`src/hw/rxl_pkg.sv`:
```
// ----------------------------------------------------------------------
// Shared constants for the execution unit
// ----------------------------------------------------------------------
package rxl_pkg;
  // Sizes
  localparam int WORK_N = 8;               // Work registers
  localparam int LSTORE_N = 128;           // Local store words
  // Instruction field positions
  localparam int OPC_HI = 31;
  localparam int OPC_LO = 28;
  localparam int FA_HI = 26;               // Destination / source field
  localparam int FA_LO = 24;
  localparam int FB_HI = 22;               // Second operand / base field
  localparam int FB_LO = 20;
  localparam int DISP_HI = 15;             // Displacement field
  localparam int DISP_LO = 0;
  // Operation codes
  localparam logic [3:0] OP_XOR = 4'h1;    // register_exclusive_or
  localparam logic [3:0] OP_LOADH = 4'h2;  // load_halfword
  localparam logic [3:0] OP_STOREH = 4'h3; // store_halfword
  localparam logic [3:0] OP_STOREW = 4'h4; // full_word_write
  // Fixed local store locations
  localparam logic [6:0] LSTORE_BASE_LOC = 7'h45;
  localparam logic [6:0] LSTORE_SRC_LOC = 7'h68;
  // Address step and reset values
  localparam logic [31:0] INSTR_STEP = 32'h0000_0004;
  localparam logic [31:0] INSTR_ADDR_RST = 32'h0000_0000;
  localparam logic [31:0] WORK_RST = 32'h0000_0000;
  // Byte enables
  localparam logic [3:0] BE_HALF = 4'h3;
  localparam logic [3:0] BE_FULL = 4'hF;
  // Flag bit positions
  localparam int CFLAG_CARRY = 1;
  localparam int CFLAG_ZERO = 0;
  // Types
  typedef logic [31:0] rxl_word_t;
  typedef logic [2:0] rxl_wsel_t;
endpackage

```
`src/hw/rxl_alu_if.sv`:
```
`timescale 1ns/100ps
`default_nettype none
// ----------------------------------------------------------------------
// Operand path between sequencer and datapath
// ----------------------------------------------------------------------
interface rxl_alu_if;
  import rxl_pkg::*;
  rxl_word_t oper;        // Current instruction
  rxl_word_t work_a;      // Work register named by first field
  rxl_word_t work_b;      // Work register named by second field
  rxl_word_t lstore_base; // Fixed base word
  rxl_word_t lstore_src;  // Fixed source word
  rxl_word_t xor_res;     // Exclusive OR result
  rxl_word_t eff_addr;    // Storage address
  rxl_word_t store_data;  // Data to write
  logic [3:0] store_be;   // Byte enables for write
  logic first_zero;       // First field is zero
  logic second_zero;      // Second field is zero
  modport exec (output oper, work_a, work_b, lstore_base, lstore_src,
                input xor_res, eff_addr, store_data, store_be, first_zero, second_zero);
  modport alu (input oper, work_a, work_b, lstore_base, lstore_src,
               output xor_res, eff_addr, store_data, store_be, first_zero, second_zero);
endinterface
`default_nettype wire

```
`src/hw/rxl_exec.sv`:
```
`timescale 1ns/100ps
`default_nettype none
module rxl_exec (
  input wire logic clk,                       // Clock
  input wire logic resetn,                    // Async reset, low
  input wire logic start,                     // Start instruction
  input wire rxl_pkg::rxl_word_t instr,       // Instruction word
  output logic busy,                          // Instruction in progress
  output logic done,                          // Instruction completed
  output logic branch_taken,                  // Completed one branched
  output rxl_pkg::rxl_word_t oper,            // Operation register
  output rxl_pkg::rxl_word_t instr_addr,      // Instruction address
  output rxl_pkg::rxl_word_t last_addr,       // Last instruction address
  output logic [1:0] carry_zero,              // Carry and zero flags
  output logic mem_req,                       // Storage request
  output logic mem_we,                        // Storage write
  output logic [3:0] mem_be,                  // Byte enables
  output rxl_pkg::rxl_word_t mem_addr,        // Storage address
  output rxl_pkg::rxl_word_t mem_wdata,       // Storage write data
  input wire rxl_pkg::rxl_word_t mem_rdata,   // Storage read data
  input wire logic mem_ack,                   // Storage answer
  input wire logic setup_we,                  // Preset local store
  input wire logic [6:0] setup_addr,          // Preset location
  input wire rxl_pkg::rxl_word_t setup_data,  // Preset value
  input wire logic [6:0] peek_addr,           // Local store view address
  output rxl_pkg::rxl_word_t peek_data,       // Local store view data
  input wire rxl_pkg::rxl_wsel_t peek_sel,    // Work register view select
  output rxl_pkg::rxl_word_t peek_work        // Work register view data
);
  import rxl_pkg::*;

  // ----------------------------------------------------------------------
  // Declarations
  // ----------------------------------------------------------------------
  typedef enum logic [1:0] {S_IDLE, S_EXEC, S_MEM} rxl_state_t;
  rxl_state_t state;       // Sequencer state
  rxl_state_t next_state;  // Next sequencer state
  rxl_word_t work [WORK_N];     // Work registers
  rxl_word_t lstore [LSTORE_N]; // Local store
  rxl_alu_if alu_bus();         // Operand path

  // Field views
  wire [3:0] opc = oper[OPC_HI:OPC_LO];
  wire rxl_wsel_t fa = oper[FA_HI:FA_LO];
  wire rxl_wsel_t fb = oper[FB_HI:FB_LO];
  wire [15:0] disp = oper[DISP_HI:DISP_LO];
  // Decode
  wire is_xor = opc == OP_XOR;
  wire is_loadh = opc == OP_LOADH;
  wire is_store = (opc == OP_STOREH) | (opc == OP_STOREW);
  wire take_branch = (is_xor | is_loadh) & alu_bus.first_zero;
  wire need_mem = is_store | (is_loadh & ~alu_bus.first_zero);
  wire finish = ((state == S_EXEC) & ~need_mem) | ((state == S_MEM) & mem_ack);
  wire wr_en = finish & ~take_branch & (is_xor | is_loadh);
  wire rxl_word_t wr_val = is_xor ? alu_bus.xor_res : {16'h0000, mem_rdata[15:0]};
  wire setup_ok = setup_we & (state == S_IDLE);
  wire start_ok = start & (state == S_IDLE);
  wire rxl_word_t xor_check = work[fa] ^ work[fb];

  // ----------------------------------------------------------------------
  // Datapath hookup
  // ----------------------------------------------------------------------
  assign alu_bus.oper = oper;
  assign alu_bus.work_a = work[fa];
  assign alu_bus.work_b = work[fb];
  assign alu_bus.lstore_base = lstore[LSTORE_BASE_LOC];
  assign alu_bus.lstore_src = lstore[LSTORE_SRC_LOC];

  rxl_alu u_alu (
    .alu_bus(alu_bus)
  );

  assign busy = state != S_IDLE;
  assign mem_req = state == S_MEM;

  // ----------------------------------------------------------------------
  // Sequencer
  // ----------------------------------------------------------------------
  // Next state selection
  always_comb
  begin
    next_state = state;
    case (state)
      S_IDLE: if (start) next_state = S_EXEC;
      S_EXEC: next_state = need_mem ? S_MEM : S_IDLE;
      S_MEM: if (mem_ack) next_state = S_IDLE;
      default: next_state = S_IDLE;
    endcase
  end

  // State register
  always_ff @(posedge clk or negedge resetn)
  begin
    if (!resetn) state <= S_IDLE;
    else state <= next_state;
  end

  // Operation register loads only when idle
  always_ff @(posedge clk or negedge resetn)
  begin
    if (!resetn) oper <= WORK_RST;
    else if (start_ok) oper <= instr;
  end

  // ----------------------------------------------------------------------
  // Work registers and local store
  // ----------------------------------------------------------------------
  // Work registers 1 to 7 take results; each work register takes presets
  for (genvar i = 0; i < WORK_N; i++)
  begin : g_work
    always_ff @(posedge clk or negedge resetn)
    begin
      if (!resetn) work[i] <= WORK_RST;
      else if (wr_en && fa == rxl_wsel_t'(i)) work[i] <= wr_val;
      else if (setup_ok && setup_addr == 7'(i)) work[i] <= setup_data;
    end
  end

  // Local store mirrors each result at the register's location
  always_ff @(posedge clk)
  begin
    if (wr_en) lstore[{4'h0, fa}] <= wr_val;
    else if (setup_ok) lstore[setup_addr] <= setup_data;
  end

  // Flags follow written results; stores never touch them
  always_ff @(posedge clk or negedge resetn)
  begin
    if (!resetn) carry_zero <= 2'h0;
    else if (wr_en)
    begin
      carry_zero[CFLAG_CARRY] <= 1'b0;
      carry_zero[CFLAG_ZERO] <= wr_val == 32'h0000_0000;
    end
  end

  // ----------------------------------------------------------------------
  // Instruction addresses and completion
  // ----------------------------------------------------------------------
  // Step or branch, and remember the finished address
  always_ff @(posedge clk or negedge resetn)
  begin
    if (!resetn)
    begin
      instr_addr <= INSTR_ADDR_RST;
      last_addr <= INSTR_ADDR_RST;
    end
    else if (finish)
    begin
      instr_addr <= take_branch ? alu_bus.eff_addr : instr_addr + INSTR_STEP;
      last_addr <= instr_addr;
    end
  end

  // Completion pulse, one cycle after the last step
  always_ff @(posedge clk or negedge resetn)
  begin
    if (!resetn)
    begin
      done <= 1'b0;
      branch_taken <= 1'b0;
    end
    else
    begin
      done <= finish;
      branch_taken <= finish & take_branch;
    end
  end

  // ----------------------------------------------------------------------
  // Storage side
  // ----------------------------------------------------------------------
  // Address and data held for the whole request
  always_ff @(posedge clk or negedge resetn)
  begin
    if (!resetn)
    begin
      mem_addr <= WORK_RST;
      mem_wdata <= WORK_RST;
      mem_be <= 4'h0;
      mem_we <= 1'b0;
    end
    else if (state == S_EXEC && need_mem)
    begin
      mem_addr <= alu_bus.eff_addr;
      mem_wdata <= alu_bus.store_data;
      mem_be <= is_store ? alu_bus.store_be : BE_HALF;
      mem_we <= is_store;
    end
  end

  // Observation ports
  always_ff @(posedge clk or negedge resetn)
  begin
    if (!resetn)
    begin
      peek_data <= WORK_RST;
      peek_work <= WORK_RST;
    end
    else
    begin
      peek_data <= lstore[peek_addr];
      peek_work <= work[peek_sel];
    end
  end
endmodule // rxl_exec
`default_nettype wire

```
`src/hw/rxl_alu.sv`:
```
`timescale 1ns/100ps
`default_nettype none
// ----------------------------------------------------------------------
// Datapath: result, address and store data
// ----------------------------------------------------------------------
module rxl_alu (
  rxl_alu_if.alu alu_bus // Operand path
);
  import rxl_pkg::*;

  // Field views of the instruction
  wire [3:0] opc = alu_bus.oper[OPC_HI:OPC_LO];
  wire rxl_wsel_t fa = alu_bus.oper[FA_HI:FA_LO];
  wire rxl_wsel_t fb = alu_bus.oper[FB_HI:FB_LO];
  wire [15:0] disp = alu_bus.oper[DISP_HI:DISP_LO];
  // Selected base and source words
  wire rxl_word_t base_val;
  wire rxl_word_t src_val;

  assign alu_bus.first_zero = fa == 3'h0;
  assign alu_bus.second_zero = fb == 3'h0;
  // Bitwise exclusive OR of the two work registers
  assign alu_bus.xor_res = alu_bus.work_a ^ alu_bus.work_b;
  // Base register, or fixed word when base field is zero
  assign base_val = alu_bus.second_zero ? alu_bus.lstore_base : alu_bus.work_b;
  assign alu_bus.eff_addr = base_val + {16'h0000, disp};
  // Source register, or fixed word when source field is zero
  assign src_val = alu_bus.first_zero ? alu_bus.lstore_src : alu_bus.work_a;
  // Halfword writes carry the low half only
  assign alu_bus.store_data = (opc == OP_STOREH) ? {16'h0000, src_val[15:0]} : src_val;
  assign alu_bus.store_be = (opc == OP_STOREH) ? BE_HALF : BE_FULL;
endmodule // rxl_alu
`default_nettype wire

```
`config.mk`:
```
export PLATFORM = sky130hd
export DESIGN_NAME = rxl_exec
export DESIGN_NICKNAME = d
export VERILOG_FILES = /design/src/hw/rxl_pkg.sv /design/src/hw/rxl_alu_if.sv /design/src/hw/rxl_exec.sv /design/src/hw/rxl_alu.sv
export SDC_FILE = /design/constraint.sdc
export NUM_CORES = 2
export LEC_CHECK = 0
export ABC_CLOCK_PERIOD_IN_PS = 10900
export BUFFER_PORTS_ARGS = -buffer_cell sky130_fd_sc_hd__buf_2
export CAP_MARGIN = 0
export CORE_MARGIN = 2
export CORE_UTILIZATION = 45
export CTS_BUF_LIST = sky130_fd_sc_hd__clkbuf_4
export CTS_CLUSTER_DIAMETER = 120
export DETAILED_ROUTE_END_ITERATION = 10
export HOLD_SLACK_MARGIN = 0.05
export PLACE_DENSITY_LB_ADDON = 0.15
export SLEW_MARGIN = 20
export SYNTH_ARGS = -nofsm -noshare
export SYNTH_HDL_FRONTEND = slang
export SYNTH_HIERARCHICAL = 1
export SYNTH_SLANG_ARGS = --single-unit
```
`constraint.sdc`:
```
create_clock -name clk -period 10.9 [get_ports clk]
set_input_delay 2.18 -clock clk [delete_from_list [all_inputs] [get_ports clk]]
set_output_delay 2.18 -clock clk [all_outputs]
set_load 0.02 [all_outputs]
```
# Yosys cells after proc, flatten, opt, wreduce, memory -nomap -nowiden
# Memories as Yosys holds them, arrays and structs flattened. A register that Yosys moved wholly into a read port is not among the register bits.
# Cells that the tools add are included.
# word_totals
reg_bits	458
mem_bits_rw	4096
input_bits	118
out_inout_bits	235
wordCells	146
mem_count	1
# memory_table
name	depth	word_bits	rd	rd_clocked_by_memory_dff	write_ports	line_no	source
lstore	128	32	3	1	1	rxl_exec.sv:39	rxl_word_t lstore [LSTORE_N];
# classes
add_sub_neg	2
order_cmp	3
eq_ne	22
mux	44
bitwise	20
n_reduce_logical	34
# ops
operator	n
two-way mux 32 bit	28
binary-select mux 32 bit (select 3 bit)	3
adder 32 x 16 -> 32 bit	1
adder 32 x 3 -> 32 bit, second input constant	1
zero test 32 bit	1
OR reduction 32 bit	1
bitwise XOR 32 bit	1
== test 7 x 3 -> 1 bit, second input constant	4
nonzero test 2 bit	9
logical AND 1 bit	17
== test 7 x 2 -> 1 bit, second input constant	2
== test 3 bit, second input constant	4
>= comparator 4 bit, second input constant	3
inverter 3 -> 4 bit	3
bitwise AND 1 bit	9
== test 4 x 2 -> 1 bit, second input constant	2
two-way mux 4 bit	2
== test 7 x 1 -> 1 bit, second input constant	1
zero test 7 bit	1
two-way mux 7 bit	1
== test 3 x 2 -> 1 bit, second input constant	2
zero test 3 bit	2
two-way mux 1 bit	6
two-way mux 2 bit	3
13 further kinds	18

# Depth between registers and ports, before layout
# logic_depth
depth_word	13
ltp_mapped	19

# Cells and area by module
# Netlist, hierarchy kept.
# by_module_without_submodules
module	n_inst	cells_each	area_each_um2	seq_area_each_um2
rxl_exec	1	8230	182239.8	135259.7
rxl_alu	1	398	2374.8	0.0

# Worst setup path after synthesis
# No wires, ideal clock.
# synth_path
path_type	input port to flip-flop
start	input port setup_we
end	memory lstore[0][25] in the netlist's numbering, data pin
setup_time_ps	1198
arrival_time_ps	7957
required_ps	9702
setup_slack_ps	1745
stages	5
cell_sequence	nor3b_1 clkbuf_1 clkbuf_1 clkbuf_1 o21ai_0
# synth_via
elab_chain_cells	6
# synth_lines
item	line_no	source
from (decl)	rxl_exec.sv:22	input wire logic setup_we,
bitwise AND 1 bit	rxl_exec.sv:56	wire setup_ok = setup_we & (state == S_IDLE);
two-way mux 1 bit	rxl_exec.sv:123	else if (setup_ok) lstore[setup_addr] <= setup_data;
two-way mux 1 bit	rxl_exec.sv:122	if (wr_en) lstore[{4'h0, fa}] <= wr_val;
two-way mux 1 bit (implied by the code)	rxl_exec.sv:123	
OR reduction 32 bit (no line)	n/a	
two-way mux 32 bit (no line)	n/a	
to (decl)	rxl_exec.sv:39	
# Every way passes these cells.

# Worst setup path in the final report
# layout_path
start	register oper[20]
end	register mem_addr[30]
# layout_via
elab_chain_cells	6
word_cells_on_any_way	7
# layout_lines
item	line_no	source
from (decl)	rxl_exec.sv:11	output rxl_pkg::rxl_word_t oper,
from (signal assigned)	rxl_exec.sv:102	else if (start_ok) oper <= instr;
inverter 3 -> 4 bit (implied by the code)	rxl_exec.sv:65	assign alu_bus.work_b = work[fb];
binary-select mux 32 bit (select 3 bit)	rxl_exec.sv:65	
two-way mux 32 bit (implied by the code) (2 in series)	rxl_exec.sv:65	
net alu_bus.work_b[0]	rxl_alu_if.sv:10	rxl_word_t work_b;
two-way mux 32 bit	rxl_alu.sv:25	assign base_val = alu_bus.second_zero ? alu_bus.lstore_base : alu_bus.work_b;
adder 32 x 16 -> 32 bit	rxl_alu.sv:26	assign alu_bus.eff_addr = base_val + {16'h0000, disp};
net alu_bus.eff_addr[30]	rxl_alu_if.sv:14	rxl_word_t eff_addr;
to (signal assigned)	rxl_exec.sv:185	mem_addr <= alu_bus.eff_addr;
to (decl)	rxl_exec.sv:18	output rxl_pkg::rxl_word_t mem_addr,
# The timed path passes the listed nets, and every way through them passes these cells. The select of a mux whose other input is x is not followed.
# A chain may end at the register's enable or synchronous reset.

==> results summary <==
The flow ran to the end, and the final reports show no timing, DRC or antenna violations. The site row count came out at 235. In this run the count of I/O pins placed on the die edge is 353. The number of antenna violations at the first check in global routing is 59. The CTS sink count came out at 4586.

The overall routing resource usage is 25.1%. CTS built an H-tree with a depth of 7. Buffers added to address setup during post-CTS repair amount to 0.

The tool flagged a number of max-cap violations equal to 0. The max-slew violation total from the final report came out at 0. By startpoint and endpoint, the worst setup path is classified as register to register.

The highest ir drop seen on vdd is 0.164 mV. The hold violation count in the final report came out at 0. The number of warnings printed during yosys synthesis is 6.

The post-detailed-route count of antenna-violating nets is 0. After synthesis the cells add up to 0.185 mm². The clock reaches the later pin of the worst-skew pair after 1.70 ns. The average footprint of a synthesized cell is 21.4 µm².

Routability-driven placement finished with a final weighted congestion of 0.849. The worst hold path belongs to the class register to register. The number of resized instances in the post-cts repair step is 0. The detailed router's first-iteration violation count is 10104. The post-route setup TNS came out at 0 ns. The register-to-register setup slack is 5.01 ns. The area growth from synthesis to layout is 13.7%. The global routing met3 resource utilization is 6.55%. After synthesis the netlist holds a flip-flop and latch count of 4586. The total overflow reported by the global router came out at 0. After synthesis, flip-flops and latches occupy 73.3% of the total area. In this run the power density over the cells is 230 mW/mm². The timing-limited maximum frequency is 0.170 GHz. The required time at the endpoint of the critical path came out at 12.41 ns. The total routed wirelength came out at 518000 µm.

The starting density of the core is 45.1%. The count of unresolved DRC violations after routing came out at 0. The via count of the routed design is 97308. The endpoint arrival time on the critical path is 7.40 ns. The clock skew after layout came out at 0.169 ns. The static leakage is 70.0 nW. The utilization of the core after routing came out at 51.3%. The average wire per standard cell came out at 31.8 µm. The clock-pin slew of the registers on the worst-case setup and hold paths came out at 0.06 ns. The total non-filler cell area in the finished layout is 0.210 mm². Synthesis instantiated 72 different standard cells from the library. The met2 track demand over resource in global routing came out at 40.2%. The final clock period utilization by the worst path is 54.1%. Along the worst path, the maximum fanout reaches 35.

After global routing, the most crowded layer is met2. The placeable core area came out at 0.409 mm². For the pin with the worst max-slew slack, the measured transition is 1.09 ns. The met1 track utilization from global routing is 32.7%. The clock root buffer is clkbuf_4. After detailed placement, the total cell area comes to 0.195 mm². The y dimension of the die is 645 µm. The fraction of final layout cells sized beyond drive strength 1 came out at 42.1%.

After technology mapping, the gate count stands at 8628. The mean number of vias per cell is 5.98. The count of flip-flops with a built-in enable after synthesis is 4096. After layout, the minimum clock period comes to 5.89 ns. The worst setup path is captured at a register. After clock tree synthesis, the flow added hold-fix buffers numbering 0. Entering global routing, the biggest net connects 146 pins. The x dimension of the die is 645 µm. The number of endpoints failing setup at the final stage is 0. TritonCTS built the clock tree. The number of buffers between clock root and the deepest sink came out at 5. The final HPWL from detailed placement came out at 293000 µm. The via count of the first global-routing pass was 101081. The count of input and output buffers is 335. The first-pass GRT wire length came out at 729000 µm. Setup repair after global routing left no endpoint under its margin. The clock buffer count from CTS came out at 1244.

In the synthesized netlist the dominant register cell turns out to be edfxtp_1. The pre-antenna-repair detailed-routing pass consisted of 6 iterations. The worst pin sits at a relative slew slack of 25.0%. The share of synthesized registers carrying an async set or reset came out at 10.7%. STA classifies the critical path startpoint as a register. The full die area came out at 0.415 mm². In the final design database the tool counted 10117 nets.
==> layout by cell type, fill, tap and decap left out, types with 25 or more instances in the layout <==
cell	count
edfxtp_1	4096
clkbuf_4	1795
mux4_2	1536
dfrtp_1	484
nand2_1	432
buf_2	327
buf_4	294
mux2_2	261
clkinv_1	166
a21oi_1	147
nor2_1	131
nor2_4	126
mux2i_1	116
o21ai_0	107
inv_1	64
a221o_1	63
diode_2	61
a211oi_1	52
xor2_1	50
nor2b_1	41
inv_2	36
nand3_1	31
xnor2_1	28
clkinv_2	25
==> cell type report <==
| cell class | count | area, µm² |
|---|---|---|
| Clock buffer | 1795 | 13500 |
| Inverter | 71 | 268 |
| Multi-Input combinational cell | 3432 | 48400 |
| Timing Repair Buffer | 646 | 4330 |
| Clock inverter | 232 | 1170 |
| Tap cell | 5451 | 6820 |
| Fill cell | 32977 | 199000 |
| Sequential cell | 4586 | 135000 |
| Antenna cell | 61 | 153 |
==> kinds of logic after synthesis <==
kind of cell               Yosys count  share of synthesized area (%)
AOI/OAI and AO/OA                  520                           1.87
xor gates and xnor gates            78                          0.370
adders and majority gates           18                          0.126
buffers and inverters              611                           1.31
DFF                               4586                           73.3
muxes                             1916                           21.0
other                                2                        0.00407
and+or+nand+nor                    897                           2.08
==> worst paths after layout <==
kind | startpoint | endpoint | cells past startpoint
max | oper[20]$_DFFE_PN0P_ | mem_addr[30]$_DFFE_PN0P_ | 16
min | last_addr[17]$_DFFE_PN0N_ | last_addr[17]$_DFFE_PN0N_ | 2
max reg2reg | oper[20]$_DFFE_PN0P_ | mem_addr[30]$_DFFE_PN0P_ | 16
min reg2reg | last_addr[17]$_DFFE_PN0N_ | last_addr[17]$_DFFE_PN0N_ | 2
max in group asynchronous | resetn | peek_data[20]$_DFF_PN0_ | 3
min in group asynchronous | resetn | work[173]$_DFFE_PN0P_ | 1
==> sequential cells by signal, indices dropped and copies added, names as in the netlist <==
signal and count:
peek_data 32, lstore 4096, mem_addr 32, mem_we 1, peek_work 32, mem_be 4
oper 32, branch_taken 1, carry_zero 1, work 256, last_addr 32, instr_addr 32
mem_wdata 32, state 2, done 1
==> Yosys cell counts (all sizes together), types with 4 or more instances <==
library cell	instances	share of area, %
and3	22	0.075
o22ai	20	0.068
edfxtp	4096	67
o22a	4	0.019
xor2	50	0.24
and4	6	0.028
or2	5	0.017
dfrtp	490	6.6
or3	5	0.017
xnor2	28	0.13
nor4	4	0.014
a211oi	53	0.22
buf	197	0.47
nand3	32	0.087
and2	29	0.098
o221a	4	0.024
nor2	259	0.53
a221o	63	0.34
nor3	12	0.033
a2111oi	9	0.066
ha	17	0.12
mux2	263	1.6
nor2b	41	0.14
o211ai	5	0.020
o21a	6	0.024
nand2b	11	0.037
o31ai	5	0.026
mux2i	117	0.63
a221oi	6	0.028
inv	71	0.14
nand3b	4	0.016
a22oi	4	0.016
nand2	442	0.90
o21ai	130	0.36
mux4	1536	19
a22o	7	0.033
a222oi	6	0.033
clkbuf	343	0.70
nand4	18	0.061
a21oi	167	0.45
a31oi	9	0.030
a21o	9	0.037
==> critical path, cell delays in order, from the launching register on <==
cell	delay, ns
dfrtp_4	0.94
buf_4	0.80
mux4_2	0.60
mux2_2	0.40
nand2_1	0.16
nand2_1	0.12
ha_1	0.24
inv_1	0.08
fa_1	0.21
nor2b_1	0.08
o31ai_2	0.29
a31oi_1	0.23
o31ai_2	0.61
nor2_1	0.23
nand3_1	0.14
xor2_1	0.31
mux2_2	0.21
==> routing by layer <==
layer  routed length (µm)  vias up
li1                     -    39581
met1               203000    52338
met2               254000     4550
met3                43300      829
met4                17500       10
met5                   75        -
==> per-stage QoR <==
| stage | instances | hold slack (ns) | setup WS, ns | total power, mW |
|---|---|---|---|---|
| 3_5_place_dp | 14185 | 0.451 | 4.48 | 34.1 |
| 2_1_floorplan | 8629 | 0.477 | 1.74 | 29.6 |
| 3_3_place_gp | 14185 | 0.453 | 4.49 | 33.7 |
| 4_1_cts | 16212 | 0.415 | 4.91 | 48.7 |
| 6_report | 16274 | 0.458 | 5.01 | 48.2 |
| 5_1_grt | 16249 | 0.492 | 4.78 | 50.3 |
==> where the power goes <==
| part | internal (mW) | switching, mW | leakage, nW |
|---|---|---|---|
| registers | 21.9 | 0.920 | 43.1 |
| logic | 3.52 | 7.38 | 18.0 |
| clock network | 7.72 | 6.78 | 8.89 |
No activity file was read; power rests on OpenSTA's default activity.
